[src/sea_pkg.sv]
`default_nettype none
package sea_pkg;
  // default count of error checker lines feeding the aggregator
  localparam int unsigned NUM_SRC = 8;
  // reset values of the per-source and aggregate state
  localparam logic PEND_RST = 1'b0;
  localparam logic EN_RST   = 1'b0;
  localparam logic IRQ_RST  = 1'b0;
  localparam logic IDLE_RST = 1'b1;
  // handshake states of the clockstop/reset request
  typedef enum logic [1:0] {
    SEA_RUN,
    SEA_DRAIN,
    SEA_STOPPED
  } sea_stop_e;
endpackage
`default_nettype wire

[src/sea_src_sync.sv]
`timescale 1ns/1ps
`default_nettype none
// two-stage synchroniser with rising edge detect for checker event lines
module sea_src_sync #(
  parameter int unsigned W = 8
) (
  // clock and reset
  input  wire logic         core_clk_in,
  input  wire logic         rst_n_in,
  // raw event levels
  input  wire logic [W-1:0] evt_in,
  // one-cycle event pulses
  output logic      [W-1:0] evt_pulse_out
);
  logic [W-1:0] meta_ff;
  logic [W-1:0] sync_ff;
  logic [W-1:0] last_ff;
  logic [W-1:0] nxt_meta;
  logic [W-1:0] nxt_sync;
  logic [W-1:0] nxt_last;

  always_comb begin
    nxt_meta = evt_in;
    nxt_sync = meta_ff;
    nxt_last = sync_ff;
  end

  always_ff @(posedge core_clk_in) begin
    if (!rst_n_in) begin
      meta_ff <= '0;
      sync_ff <= '0;
      last_ff <= '0;
    end else begin
      meta_ff <= nxt_meta;
      sync_ff <= nxt_sync;
      last_ff <= nxt_last;
    end
  end

  assign evt_pulse_out = sync_ff & ~last_ff;

  pulse_single_a: assert property (@(posedge core_clk_in) disable iff (!rst_n_in)
    (evt_pulse_out & $past(evt_pulse_out)) == '0)
    else $error("event pulse longer than one cycle");
endmodule // sea_src_sync
`default_nettype wire

[src/sea_aggregator.sv]
`timescale 1ns/1ps
`default_nettype none
// Summary of operation
// - checker events raise software interrupt
// - software enables, disables and clears each
// - not idle while any flag pending
// - stop acknowledge only once aggregator idle
module sea_aggregator #(
  parameter int unsigned N = sea_pkg::NUM_SRC
) (
  // clock and reset
  input  wire logic         core_clk_in,
  input  wire logic         rst_n_in,
  // error checker event levels
  input  wire logic [N-1:0] err_evt_in,
  // software control
  input  wire logic [N-1:0] irq_en_set_in,
  input  wire logic [N-1:0] irq_en_clr_in,
  input  wire logic [N-1:0] pend_clr_in,
  // software status
  output logic      [N-1:0] pend_out,
  output logic      [N-1:0] irq_en_out,
  output logic              irq_out,
  // clockstop/reset sequencer handshake
  input  wire logic         stop_req_in,
  output logic              idle_out,
  output logic              stop_ack_out
);
  //////////////////////////////////////////////////////////////////////////////
  // helpers
  function automatic logic any_set(input logic [N-1:0] v);
    return |v;
  endfunction

  ////////////////////////////////////////////////////////////////////////////
  // event capture
  logic [N-1:0] evt_pulse;

  sea_src_sync #(.W(N)) u_sync (
    .core_clk_in   (core_clk_in),
    .rst_n_in      (rst_n_in),
    .evt_in        (err_evt_in),
    .evt_pulse_out (evt_pulse)
  );

  ////////////////////////////////////////////////////////////////////////////
  // pending and enable state
  logic [N-1:0] pend_ff;
  logic [N-1:0] en_ff;
  logic [N-1:0] nxt_pend;
  logic [N-1:0] nxt_en;
  logic         irq_ff;
  logic         nxt_irq;

  always_comb begin
    // set wins over a simultaneous clear
    nxt_pend = (pend_ff & ~pend_clr_in) | evt_pulse;
    nxt_en   = (en_ff & ~irq_en_clr_in) | irq_en_set_in;
    nxt_irq  = any_set(nxt_pend & nxt_en);
  end

  always_ff @(posedge core_clk_in) begin
    if (!rst_n_in) begin
      pend_ff <= {N{sea_pkg::PEND_RST}};
      en_ff   <= {N{sea_pkg::EN_RST}};
      irq_ff  <= sea_pkg::IRQ_RST;
    end else begin
      pend_ff <= nxt_pend;
      en_ff   <= nxt_en;
      irq_ff  <= nxt_irq;
    end
  end

  assign pend_out   = pend_ff;
  assign irq_en_out = en_ff;
  assign irq_out    = irq_ff;

  ////////////////////////////////////////////////////////////////////////////
  // idle and stop handshake
  sea_pkg::sea_stop_e st_ff;
  sea_pkg::sea_stop_e nxt_st;
  logic               idle_ff;
  logic               nxt_idle;

  always_comb begin
    nxt_idle = ~any_set(nxt_pend);
    nxt_st   = st_ff;
    unique case (st_ff)
      sea_pkg::SEA_RUN: begin
        if (stop_req_in) begin
          nxt_st = sea_pkg::SEA_DRAIN;
        end
      end
      sea_pkg::SEA_DRAIN: begin
        if (!stop_req_in) begin
          nxt_st = sea_pkg::SEA_RUN;
        end else if (idle_ff) begin
          nxt_st = sea_pkg::SEA_STOPPED;
        end
      end
      sea_pkg::SEA_STOPPED: begin
        if (!stop_req_in) begin
          nxt_st = sea_pkg::SEA_RUN;
        end else if (!idle_ff) begin
          nxt_st = sea_pkg::SEA_DRAIN;
        end
      end
    endcase
  end

  always_ff @(posedge core_clk_in) begin
    if (!rst_n_in) begin
      st_ff   <= sea_pkg::SEA_RUN;
      idle_ff <= sea_pkg::IDLE_RST;
    end else begin
      st_ff   <= nxt_st;
      idle_ff <= nxt_idle;
    end
  end

  assign idle_out     = idle_ff;
  // gated by idle so a flag pending in the stopped state drops the ack at once
  assign stop_ack_out = (st_ff == sea_pkg::SEA_STOPPED) && idle_ff;

  ////////////////////////////////////////////////////////////////////////////
  // checks
  pend_set_a: assert property (@(posedge core_clk_in) disable iff (!rst_n_in)
    (evt_pulse != '0) |=> ((pend_ff & $past(evt_pulse)) == $past(evt_pulse)))
    else $error("event did not set pending flag");

  pend_hold_a: assert property (@(posedge core_clk_in) disable iff (!rst_n_in)
    (pend_ff[0] && !pend_clr_in[0]) |=> pend_ff[0])
    else $error("pending flag lost without clear");

  pend_clear_a: assert property (@(posedge core_clk_in) disable iff (!rst_n_in)
    (pend_clr_in[0] && !evt_pulse[0]) |=> !pend_ff[0])
    else $error("clear did not drop pending flag");

  en_set_a: assert property (@(posedge core_clk_in) disable iff (!rst_n_in)
    irq_en_set_in[0] |=> en_ff[0])
    else $error("enable set ignored");

  idle_pend_a: assert property (@(posedge core_clk_in) disable iff (!rst_n_in)
    |pend_ff |-> !idle_ff)
    else $error("idle while a flag pending");

  idle_clear_a: assert property (@(posedge core_clk_in) disable iff (!rst_n_in)
    (pend_ff == '0) |-> idle_ff)
    else $error("not idle with nothing pending");

  ack_idle_a: assert property (@(posedge core_clk_in) disable iff (!rst_n_in)
    stop_ack_out |-> $past(idle_ff))
    else $error("stop acknowledged while not idle");

  ack_reach_a: assert property (@(posedge core_clk_in) disable iff (!rst_n_in)
    (stop_req_in && idle_ff && !stop_ack_out) [*2] |=> (st_ff == sea_pkg::SEA_STOPPED))
    else $error("stop not acknowledged once idle");

  irq_gate_a: assert property (@(posedge core_clk_in) disable iff (!rst_n_in)
    irq_out == (|(pend_ff & en_ff)))
    else $error("interrupt not gated by enable");

  irq_mask_a: assert property (@(posedge core_clk_in) disable iff (!rst_n_in)
    (en_ff == '0) |-> !irq_out)
    else $error("interrupt with all sources disabled");

  idle_irq_a: assert property (@(posedge core_clk_in) disable iff (!rst_n_in)
    irq_out |-> !idle_ff)
    else $error("idle while an interrupt is raised");

  ack_now_a: assert property (@(posedge core_clk_in) disable iff (!rst_n_in)
    stop_ack_out |-> idle_ff)
    else $error("stop acknowledged with a flag pending");

  stop_wait_a: assert property (@(posedge core_clk_in) disable iff (!rst_n_in)
    (stop_req_in && !idle_ff) |=> !stop_ack_out)
    else $error("stop acknowledged before idle");

  run_no_ack_a: assert property (@(posedge core_clk_in) disable iff (!rst_n_in)
    !stop_req_in |=> !stop_ack_out)
    else $error("stop acknowledged without request");

  drain_enter_a: assert property (@(posedge core_clk_in) disable iff (!rst_n_in)
    ((st_ff == sea_pkg::SEA_RUN) && stop_req_in) |=> (st_ff == sea_pkg::SEA_DRAIN))
    else $error("request did not start the drain");

  // per-source flag and enable behaviour
  for (genvar g = 0; g < N; g++) begin : g_src_chk
    pend_rise_a: assert property (@(posedge core_clk_in) disable iff (!rst_n_in)
      evt_pulse[g] |=> pend_ff[g])
      else $error("event lost on a source");

    pend_quiet_a: assert property (@(posedge core_clk_in) disable iff (!rst_n_in)
      (!pend_ff[g] && !evt_pulse[g]) |=> !pend_ff[g])
      else $error("flag set with no event");

    pend_keep_a: assert property (@(posedge core_clk_in) disable iff (!rst_n_in)
      (pend_ff[g] && !pend_clr_in[g]) |=> pend_ff[g])
      else $error("flag dropped with no clear");

    pend_drop_a: assert property (@(posedge core_clk_in) disable iff (!rst_n_in)
      (pend_clr_in[g] && !evt_pulse[g]) |=> !pend_ff[g])
      else $error("flag kept after a clear");

    en_rise_a: assert property (@(posedge core_clk_in) disable iff (!rst_n_in)
      irq_en_set_in[g] |=> en_ff[g])
      else $error("enable set lost on a source");

    en_drop_a: assert property (@(posedge core_clk_in) disable iff (!rst_n_in)
      (irq_en_clr_in[g] && !irq_en_set_in[g]) |=> !en_ff[g])
      else $error("enable kept after a clear");

    en_keep_a: assert property (@(posedge core_clk_in) disable iff (!rst_n_in)
      (en_ff[g] && !irq_en_clr_in[g]) |=> en_ff[g])
      else $error("enable dropped with no clear");
  end
endmodule // sea_aggregator
`default_nettype wire

[config.mk]
export PLATFORM = sky130hd
export DESIGN_NAME = sea_aggregator
export DESIGN_NICKNAME = d
export VERILOG_FILES = /design/src/sea_pkg.sv /design/src/sea_src_sync.sv /design/src/sea_aggregator.sv
export SDC_FILE = /design/constraint.sdc
export NUM_CORES = 1
export LEC_CHECK = 0
export ABC_CLOCK_PERIOD_IN_PS = 1900
export BUFFER_PORTS_ARGS = -buffer_cell sky130_fd_sc_hd__buf_2
export CAP_MARGIN = 0
export CELL_PAD_IN_SITES_DETAIL_PLACEMENT = 0
export CELL_PAD_IN_SITES_GLOBAL_PLACEMENT = 2
export CORE_MARGIN = 10
export CORE_UTILIZATION = 29
export DETAILED_ROUTE_END_ITERATION = 10
export PLACE_DENSITY = 0.76
export SLEW_MARGIN = 5
export SYNTH_ARGS = -nofsm -noshare
export SYNTH_HDL_FRONTEND = slang
export SYNTH_SLANG_ARGS = --single-unit
[constraint.sdc]
create_clock -name core_clk_in -period 1.9 [get_ports core_clk_in]
set_input_delay 0.285 -clock core_clk_in [delete_from_list [all_inputs] [get_ports core_clk_in]]
set_output_delay 0.285 -clock core_clk_in [all_outputs]
set_load 0.01 [all_outputs]
==> results of run 1 <==
[Yosys cell counts, drive strengths merged]
cell	n	area, µm²
dfxtp	44	881
and2	26	164
inv	26	97.6
nor2b	16	100
a21oi	8	40.0
a22oi	8	80.1
clkbuf	4	15.0
o22ai	4	25.0
ha	3	37.5
mux2i	2	32.5
nand4	2	12.5
mux2	1	15.0
nand2	1	3.75
nand3	1	5.00
o211a	1	10.0
o211ai	1	7.51
o21ai	1	5.00
o41a	1	11.3
[state kept, by name, indices dropped and copies added (netlist names)]
signal / cells
irq_en_out: 8
pend_out: 8
u_sync.last_ff: 8
u_sync.meta_ff: 8
u_sync.nxt_last: 8
st_ff: 2
idle_out: 1
irq_out: 1
[worst max-delay path: stages, from the launching register on]
cell     delay (ns)
dfxtp_1        0.36
inv_1          0.07
ha_1           0.23
and2_2         0.18
buf_2          0.13
[final timing paths]
path	from	end	slack, ns	cells after the start
worst max-delay path	st_ff[0]	stop_ack_out	0.35	4
worst min-delay path	err_evt_in[7]	u_sync.meta_ff[7]	0.19	2
worst max register to register	st_ff[0]	st_ff[1]	0.41	6
worst min register to register	u_sync.meta_ff[3]	u_sync.nxt_last[3]	0.44	1
[layer usage]
metal  up-vias  wire length, µm  global-route usage
li1        586                -                   -
met1       456             1590              0.0888
met2        42             1180               0.106
met3         5              376              0.0468
met4         0               32              0.0308
met5         -                0                   0
[power by group]
part | internal (µW) | switching [µW] | total (µW)
registers | 969 | 20.6 | 989
logic | 99.7 | 91.9 | 192
clock network | 396 | 321 | 717
[cell families (layout without fill, tap and decap cells)]
kind of cell,count (synthesis),count (layout),synth area share
buffers and inverters,30,87,0.0730
adder cells (fa/ha/maj),3,3,0.0243
AO/OA/AOI/OAI,24,24,0.116
flip-flops,44,44,0.571
multiplexers,3,3,0.0308
AND/OR/NAND/NOR,46,46,0.185
[cell type report]
type / count / area, µm² / area share
sequential: 44 / 881 / 0.441
multi-input combinational: 76 / 549 / 0.275
timing repair buffer: 53 / 265 / 0.133
inverter: 26 / 97.6 / 0.0489
tap: 70 / 87.6 / 0.0439
clock buffer: 5 / 68.8 / 0.0345
clock inverter: 3 / 46.3 / 0.0232
[through the flow]
stage	setup WS [ns]	std cells	hold slack (ns)	util	area, µm²
floorplan	0.520	150	0.412	-	1540
global placement	0.446	269	0.414	0.366	1880
detailed placement	0.416	269	0.418	0.366	1880
CTS	0.319	277	0.177	0.388	2000
global route	0.246	277	0.175	0.388	2000
finish	0.347	277	0.191	0.388	2000
==> flow_summary_export.csv, run 1 <==
group,metric,value,unit
clock_network,clock_path_buffers,2,
hold_path,hp-class,"in2reg",
synthesis,avgSynthCellArea,10.3,µm²
synthesis,synth_nets,188,
clock_network,cts_root_buffer,"clkbuf_8",
setup_path,crit_type,"reg2out",
setup_path,worstPathRequired,1.62,ns
floorplan,start_util,0.300,
detailed_routing,remaining_drc_errors,0,
detailed_routing,viasPerCell,3.93,
final_layout,drive_gt1_frac,0.329,
timing,rsz0062_at_grt,"no",
power_and_ir_drop,ir_worst_vdd,0.000494,V
timing,setup_viol,0,
synthesis,yosysSeqAreaShare,0.571,
timing,achievable-frequency,644,MHz
timing,max_slew_margin,0.608,
global_route,grt.overflow.total,0,
synthesis,mappedNetlistArea,0.00154,mm²
synthesis,ys_seq_elements,44,
final_layout,syn_to_final_growth,29.4,%
clock_network,cts_setup_buffers,0,
floorplan,dieHeight,92.9,µm
global_route,grt_pass1_wl,5200,µm
synthesis,ys_types,21,
timing,hold_viol,0,
synthesis,ys_warn_count,0,
clock_network,tritoncts,"built",
power_and_ir_drop,p_per_area,951,mW/mm²
final_layout,nets,244,
placement,io_buffers,53,
setup_path,start_kind,"flop",
clock_network,cts_hold_buf,0,
floorplan,design.portCount,54,
detailed_routing,first_iter_violations,28,
timing,post-route-period-util,0.817,
timing,slew_viol_final,0,
power_and_ir_drop,p_leak,0.000944,µW
timing,finalCriticalPeriod,1.55,ns
clock_network,cts_buffers,5,
clock_network,numClockSinks,44,
final_layout,final_common_cell,"buf_2",
global_route,antenna_found_initial,0,
clock_network,path_clk_slew,0.09,ns
final_layout,fill_cells,557,
timing,fin_skew,0.00474,ns
floorplan,dieArea,0.00864,mm²
power_and_ir_drop,finalPower,1900,µW
floorplan,rows,26,
detailed_routing,final_antenna_net_count,0,
clock_network,cts_resized,0,
final_layout,diodes,0,
global_route,grt_max_degree,45,
detailed_routing,routed_wirelength,3180,µm
run_status,status,"finished clean",
global_route,first_global_vias,1132,
final_layout,mostFrequentLayoutCells,"53 x buf_2, 44 x dfxtp_1, 26 x inv_1",
clock_network,clk_latency,0.29,ns
timing,fin_setup_tns,0,ns
setup_path,cp_max_fo,4,
floorplan,core-area,0.00514,mm²
clock_network,htree_levels,2,
floorplan,dieWidth,92.9,µm
setup_path,cp_data_arrival_time,1.27,ns
timing,worst_slew_pin_slew,0.587,ns
detailed_routing,vias,1089,
setup_path,cp-end-kind,"output pin",
global_route,gr-usage-all-layers,0.0752,
placement,hpwl,2390,µm
detailed_routing,wire_per_inst,11.5,µm
run,drv_cap,0,
synthesis,syn_inst,150,
detailed_routing,drtPass1Iterations,2,
placement,gp_congestion,0.686,
(Power assumes the default switching activity.)
==> run 2, diff against run 1 <==
--- a/config.mk
+++ b/config.mk
@@ -5,15 +5,15 @@
 export SDC_FILE = /design/constraint.sdc
 export NUM_CORES = 1
 export LEC_CHECK = 0
-export ABC_CLOCK_PERIOD_IN_PS = 1900
+export ABC_CLOCK_PERIOD_IN_PS = 1400
 export BUFFER_PORTS_ARGS = -buffer_cell sky130_fd_sc_hd__buf_2
 export CAP_MARGIN = 0
 export CELL_PAD_IN_SITES_DETAIL_PLACEMENT = 0
 export CELL_PAD_IN_SITES_GLOBAL_PLACEMENT = 2
 export CORE_MARGIN = 10
-export CORE_UTILIZATION = 29
+export CORE_UTILIZATION = 26
 export DETAILED_ROUTE_END_ITERATION = 10
-export PLACE_DENSITY = 0.76
+export PLACE_DENSITY = 0.72
 export SLEW_MARGIN = 5
 export SYNTH_ARGS = -nofsm -noshare
 export SYNTH_HDL_FRONTEND = slang
==> constraint.sdc (replaced) <==
create_clock -name core_clk_in -period 1.4 [get_ports core_clk_in]
set_input_delay 0.21 -clock core_clk_in [delete_from_list [all_inputs] [get_ports core_clk_in]]
set_output_delay 0.21 -clock core_clk_in [all_outputs]
set_load 0.01 [all_outputs]
==> run 2 against run 1 <==
The run now ends with setup timing left. Via count increased by 5.1%. Power increased by 41%. First-iteration DRC count unchanged. Cell area increased by 7.8%. Flip-flop and latch count unchanged. Combinational power increased by 81%. Utilization decreased by 0.70 points. Worst setup slack got worse by 0.39 ns. Largest power group unchanged.
==> flow_summary_export.csv, run 2 (synthesis results as in run 1) <==
group,metric,value,unit
run_status,status,"complete, but fails checks",
detailed_routing,wire_per_inst,12.1,µm
final_layout,nets,257,
setup_path,crit_type,"reg2reg",
power_and_ir_drop,p_leak,0.00101,µW
detailed_routing,drtPass1Iterations,2,
timing,worst_slew_pin_slew,0.320,ns
clock_network,numClockSinks,44,
timing,slew_viol_final,0,
floorplan,dieWidth,97.0,µm
timing,max_slew_margin,0.786,
timing,setup_viol,3,
timing,fin_setup_tns,-0.0746,ns
clock_network,clock_path_buffers,2,
final_layout,fill_cells,594,
global_route,antenna_found_initial,0,
detailed_routing,viasPerCell,3.92,
clock_network,path_clk_slew,0.09,ns
global_route,grt_pass1_wl,5890,µm
final_layout,mostFrequentLayoutCells,"52 x buf_2, 42 x dfxtp_1, 25 x and2_1",
global_route,grt_max_degree,28,
floorplan,start_util,0.273,
clock_network,clk_latency,0.29,ns
timing,setup_ws,-0.0396,ns
clock_network,tritoncts,"built",
global_route,first_global_vias,1215,
floorplan,design.portCount,54,
timing,post-route-period-util,1.03,
floorplan,dieArea,0.00941,mm²
global_route,gr-usage-all-layers,0.0761,
final_layout,diodes,0,
placement,gp_congestion,0.761,
setup_path,cp-end-kind,"flop",
global_route,grt.overflow.total,0,
timing,rsz0062_at_grt,"yes",
setup_path,start_kind,"flop",
detailed_routing,remaining_drc_errors,0,
floorplan,rows,27,
detailed_routing,vias,1144,
detailed_routing,first_iter_violations,28,
detailed_routing,routed_wirelength,3540,µm
run,drv_cap,0,
hold_path,hp-class,"in2reg",
setup_path,cp_max_fo,3,
clock_network,cts_buffers,5,
final_layout,drive_gt1_frac,0.395,
power_and_ir_drop,p_per_area,1240,mW/mm²
timing,hold_ws,0.112,ns
power_and_ir_drop,ir_worst_vdd,0.000500,V
timing,fin_skew,0.00530,ns
floorplan,core-area,0.00564,mm²
setup_path,cp_data_arrival_time,1.68,ns
placement,io_buffers,53,
placement,dpl-instance-area,0.00196,mm²
final_layout,syn_to_final_growth,39.4,%
clock_network,htree_levels,2,
detailed_routing,final_antenna_net_count,0,
run_status,violations,"setup timing",
final_layout,final_common_cell,"buf_2",
timing,achievable-frequency,695,MHz
final_layout,final_area,0.00215,mm²
timing,hold_viol,0,
placement,hpwl,2640,µm
timing,finalCriticalPeriod,1.44,ns
floorplan,dieHeight,97.0,µm
clock_network,cts_root_buffer,"clkbuf_8",
setup_path,worstPathRequired,1.64,ns
[run 2: per-stage QoR]
stage	util	power, µW	setup WS (ns)	cells
2_1_floorplan	-	1530	0.0202	150
3_3_place_gp	0.347	1670	-0.00630	279
3_5_place_dp	0.347	1670	-0.0522	279
4_1_cts	0.379	2710	-0.0350	290
5_1_grt	0.381	2830	-0.115	292
6_report	0.381	2670	-0.0396	292
[run 2: path summary, 6_finish.rpt]
kind | from | endpoint | slack [ns] | depth (start not counted)
max | st_ff[0] | st_ff[1] | -0.04 | 6
min | err_evt_in[1] | u_sync.meta_ff[1] | 0.11 | 2
max reg2reg | st_ff[0] | st_ff[1] | -0.04 | 6
min reg2reg | u_sync.meta_ff[4] | u_sync.nxt_last[4] | 0.44 | 1
[run 2: metal layers]
| metal | vias to the layer above | wire length (µm) | global-route usage | part of all wire |
|---|---|---|---|---|
| met2 | 43 | 1440 | 0.108 | 0.41 |
| met3 | 5 | 263 | 0.0362 | 0.074 |
| met4 | 0 | 36 | 0.0271 | 0.010 |
| met1 | 485 | 1800 | 0.0971 | 0.51 |
| li1 | 611 | - | - | - |
| met5 | - | 0 | 0 | 0 |
[run 2: repair_timing]
item | in CTS | in global routing
gates cloned | 0 | 0
endpoints found under the setup margin | 3 | 3
buffers inserted | 3 | 2
resized for setup | 12 | 0
hold buffers | 0 | 0
pin swaps | 2 | 1
[run 2: layout make-up]
class / instances / area [µm²] / share of cell area
Clock buffer: 5 / 68.8 / 0.0320
Clock inverter: 3 / 46.3 / 0.0215
Inverter: 26 / 97.6 / 0.0454
Multi-Input combinational cell: 76 / 576 / 0.268
Sequential cell: 44 / 883 / 0.411
Tap cell: 72 / 90.1 / 0.0419
Timing Repair Buffer: 66 / 389 / 0.181
[run 2: worst max-delay path, stage by stage (launching register included)]
cell and delay [ns]:
dfxtp_2 0.34, buf_6 0.12, ha_4 0.14, mux2_4 0.28, mux2i_4 0.17, mux2i_1 0.20
and2_1 0.13
[run 2: report_power, final]
group	switching (µW)	internal (µW)	total, µW
Combinational	152	195	347
Sequential	30.4	1320	1350
Clock	442	537	980
Total	625	2050	2670
==> run 3, diff against run 2 <==
--- a/config.mk
+++ b/config.mk
@@ -14,6 +14,7 @@
 export CORE_UTILIZATION = 26
 export DETAILED_ROUTE_END_ITERATION = 10
 export PLACE_DENSITY = 0.72
+export RECOVER_POWER = 100
 export SLEW_MARGIN = 5
 export SYNTH_ARGS = -nofsm -noshare
 export SYNTH_HDL_FRONTEND = slang
==> run 3 against run 2 <==
Sequential power is essentially flat. Critical endpoint unchanged. Routed wire length grew 0.96%. Utilization shrank 0.80 points. Final cell count is the same. The flow still finishes with violations (setup timing). Worst setup slack is essentially flat.
==> flow_summary_export.csv, run 3 (synthesis results as in run 1) <==
group,metric,value,unit
detailed_routing,final_antenna_net_count,0,
setup_path,cp_data_arrival_time,1.68,ns
detailed_routing,routed_wirelength,3570,µm
timing,worst_slew_pin_slew,0.317,ns
run_status,violations,"setup timing",
final_layout,drive_gt1_frac,0.291,
timing,hold_viol,0,
global_route,grt_max_degree,28,
setup_path,worstPathRequired,1.64,ns
timing,setup_viol,3,
setup_path,crit_type,"reg2reg",
final_layout,nets,257,
clock_network,clk_latency,0.29,ns
final_layout,fill_cells,600,
timing,setup_ws,-0.0399,ns
setup_path,cp-end-kind,"flop",
final_layout,diodes,0,
clock_network,clock_path_buffers,2,
clock_network,htree_levels,2,
clock_network,path_clk_slew,0.09,ns
detailed_routing,met1_length,1840,µm
floorplan,start_util,0.273,
floorplan,rows,27,
placement,io_buffers,53,
detailed_routing,met2_length,1450,µm
clock_network,tritoncts,"built",
floorplan,design.portCount,54,
detailed_routing,first_iter_violations,32,
power_and_ir_drop,p_per_area,1260,mW/mm²
placement,gp_congestion,0.761,
setup_path,start_kind,"flop",
clock_network,numClockSinks,44,
global_route,grt_pass1_wl,5890,µm
detailed_routing,wire_per_inst,12.2,µm
floorplan,dieHeight,97.0,µm
detailed_routing,top_layer_used,"met4",
floorplan,dieWidth,97.0,µm
power_and_ir_drop,finalPower,2660,µW
timing,slew_viol_final,0,
final_layout,syn_to_final_growth,36.5,%
clock_network,cts_hold_buf,0,
run_status,status,"complete, but fails checks",
timing,fin_skew,0.00511,ns
placement,hpwl,2640,µm
final_layout,final_common_cell,"dfxtp_1",
final_layout,regArea,883,µm²
final_layout,multi_input_area,561,µm²
final_layout,mostFrequentLayoutCells,"42 x dfxtp_1, 34 x buf_2, 24 x inv_1",
detailed_routing,remaining_drc_errors,0,
timing,max_slew_margin,0.789,
global_route,antenna_found_initial,0,
placement,dpl-instance-area,0.00196,mm²
clock_network,cts_root_buffer,"clkbuf_8",
global_route,first_global_vias,1215,
global_route,grt.overflow.total,0,
run,drv_cap,0,
hold_path,hp-class,"in2reg",
floorplan,core-area,0.00564,mm²
power_and_ir_drop,p_leak,0.000937,µW
timing,rsz0062_at_grt,"yes",
timing,achievable-frequency,695,MHz
detailed_routing,viasPerCell,3.91,
timing,finalCriticalPeriod,1.44,ns
timing,post-route-period-util,1.03,
global_route,gr-usage-all-layers,0.0761,
floorplan,dieArea,0.00941,mm²
final_layout,final_area,0.00211,mm²
detailed_routing,wl_met3,252,µm
power_and_ir_drop,ir_worst_vdd,0.000500,V
detailed_routing,vias,1142,
clock_network,cts_buffers,5,
detailed_routing,drtPass1Iterations,2,
setup_path,cp_max_fo,3,
-- run 3: cell types whose count changed in the layout (fill, tap and decap cells not counted), moves of 3 or more --
| cell | change |
|---|---|
| a22oi_1 | +3 |
| a22oi_2 | -3 |
| and2_0 | +3 |
| and2_1 | -3 |
| buf_2 | -18 |
| buf_4 | -3 |
| clkbuf_1 | +20 |
-- run 3: metrics by stage --
step	hold slack (ns)	setup slack [ns]	instances	setup TNS (ns)	util
floorplan	0.337	0.0202	150	0	-
global placement	0.414	-0.00630	279	-0.00630	0.347
detailed placement	0.418	-0.0522	279	-0.0730	0.347
CTS	0.101	-0.0350	290	-0.0663	0.379
global route	0.0949	-0.115	292	-0.267	0.373
finish	0.113	-0.0399	292	-0.0744	0.373
-- run 3: per-layer routing --
metal	vias up	track usage
met1	482	0.0971
li1	612	-
met2	43	0.108
met3	5	0.0362
met4	0	0.0271
met5	-	0
-- run 3: cell type report --
class | count | share of cell area
timing repair buffer | 66 | 0.171
multi-input combinational | 76 | 0.266
clock inverter | 3 | 0.0220
clock buffer | 5 | 0.0327
tap | 72 | 0.0428
inverter | 26 | 0.0463
sequential | 44 | 0.419
-- run 3: path summary, 6_finish.rpt --
| check | startpoint | to | slack (ns) | depth (start not counted) |
|---|---|---|---|---|
| max | st_ff[0] | st_ff[1] | -0.04 | 6 |
| min | err_evt_in[1] | u_sync.meta_ff[1] | 0.11 | 2 |
| max reg2reg | st_ff[0] | st_ff[1] | -0.04 | 6 |
| min reg2reg | u_sync.meta_ff[4] | u_sync.nxt_last[4] | 0.44 | 1 |
-- run 3: where the power goes --
part	internal [µW]	switching [µW]
registers	1320	30.7
clock network	537	442
logic	182	151
-- run 3: repair_timing --
| action | CTS | global route |
|---|---|---|
| pin swaps | 2 | 1 |
| resized for setup | 12 | 0 |
| endpoints found under the setup margin | 3 | 3 |
| buffers inserted | 3 | 2 |
-- run 3: worst max-delay path, stage by stage (launching register included) --
cell and delay [ns]:
dfxtp_2 0.34, buf_6 0.12, ha_4 0.14, mux2_4 0.28
mux2i_4 0.17, mux2i_1 0.20, and2_1 0.13
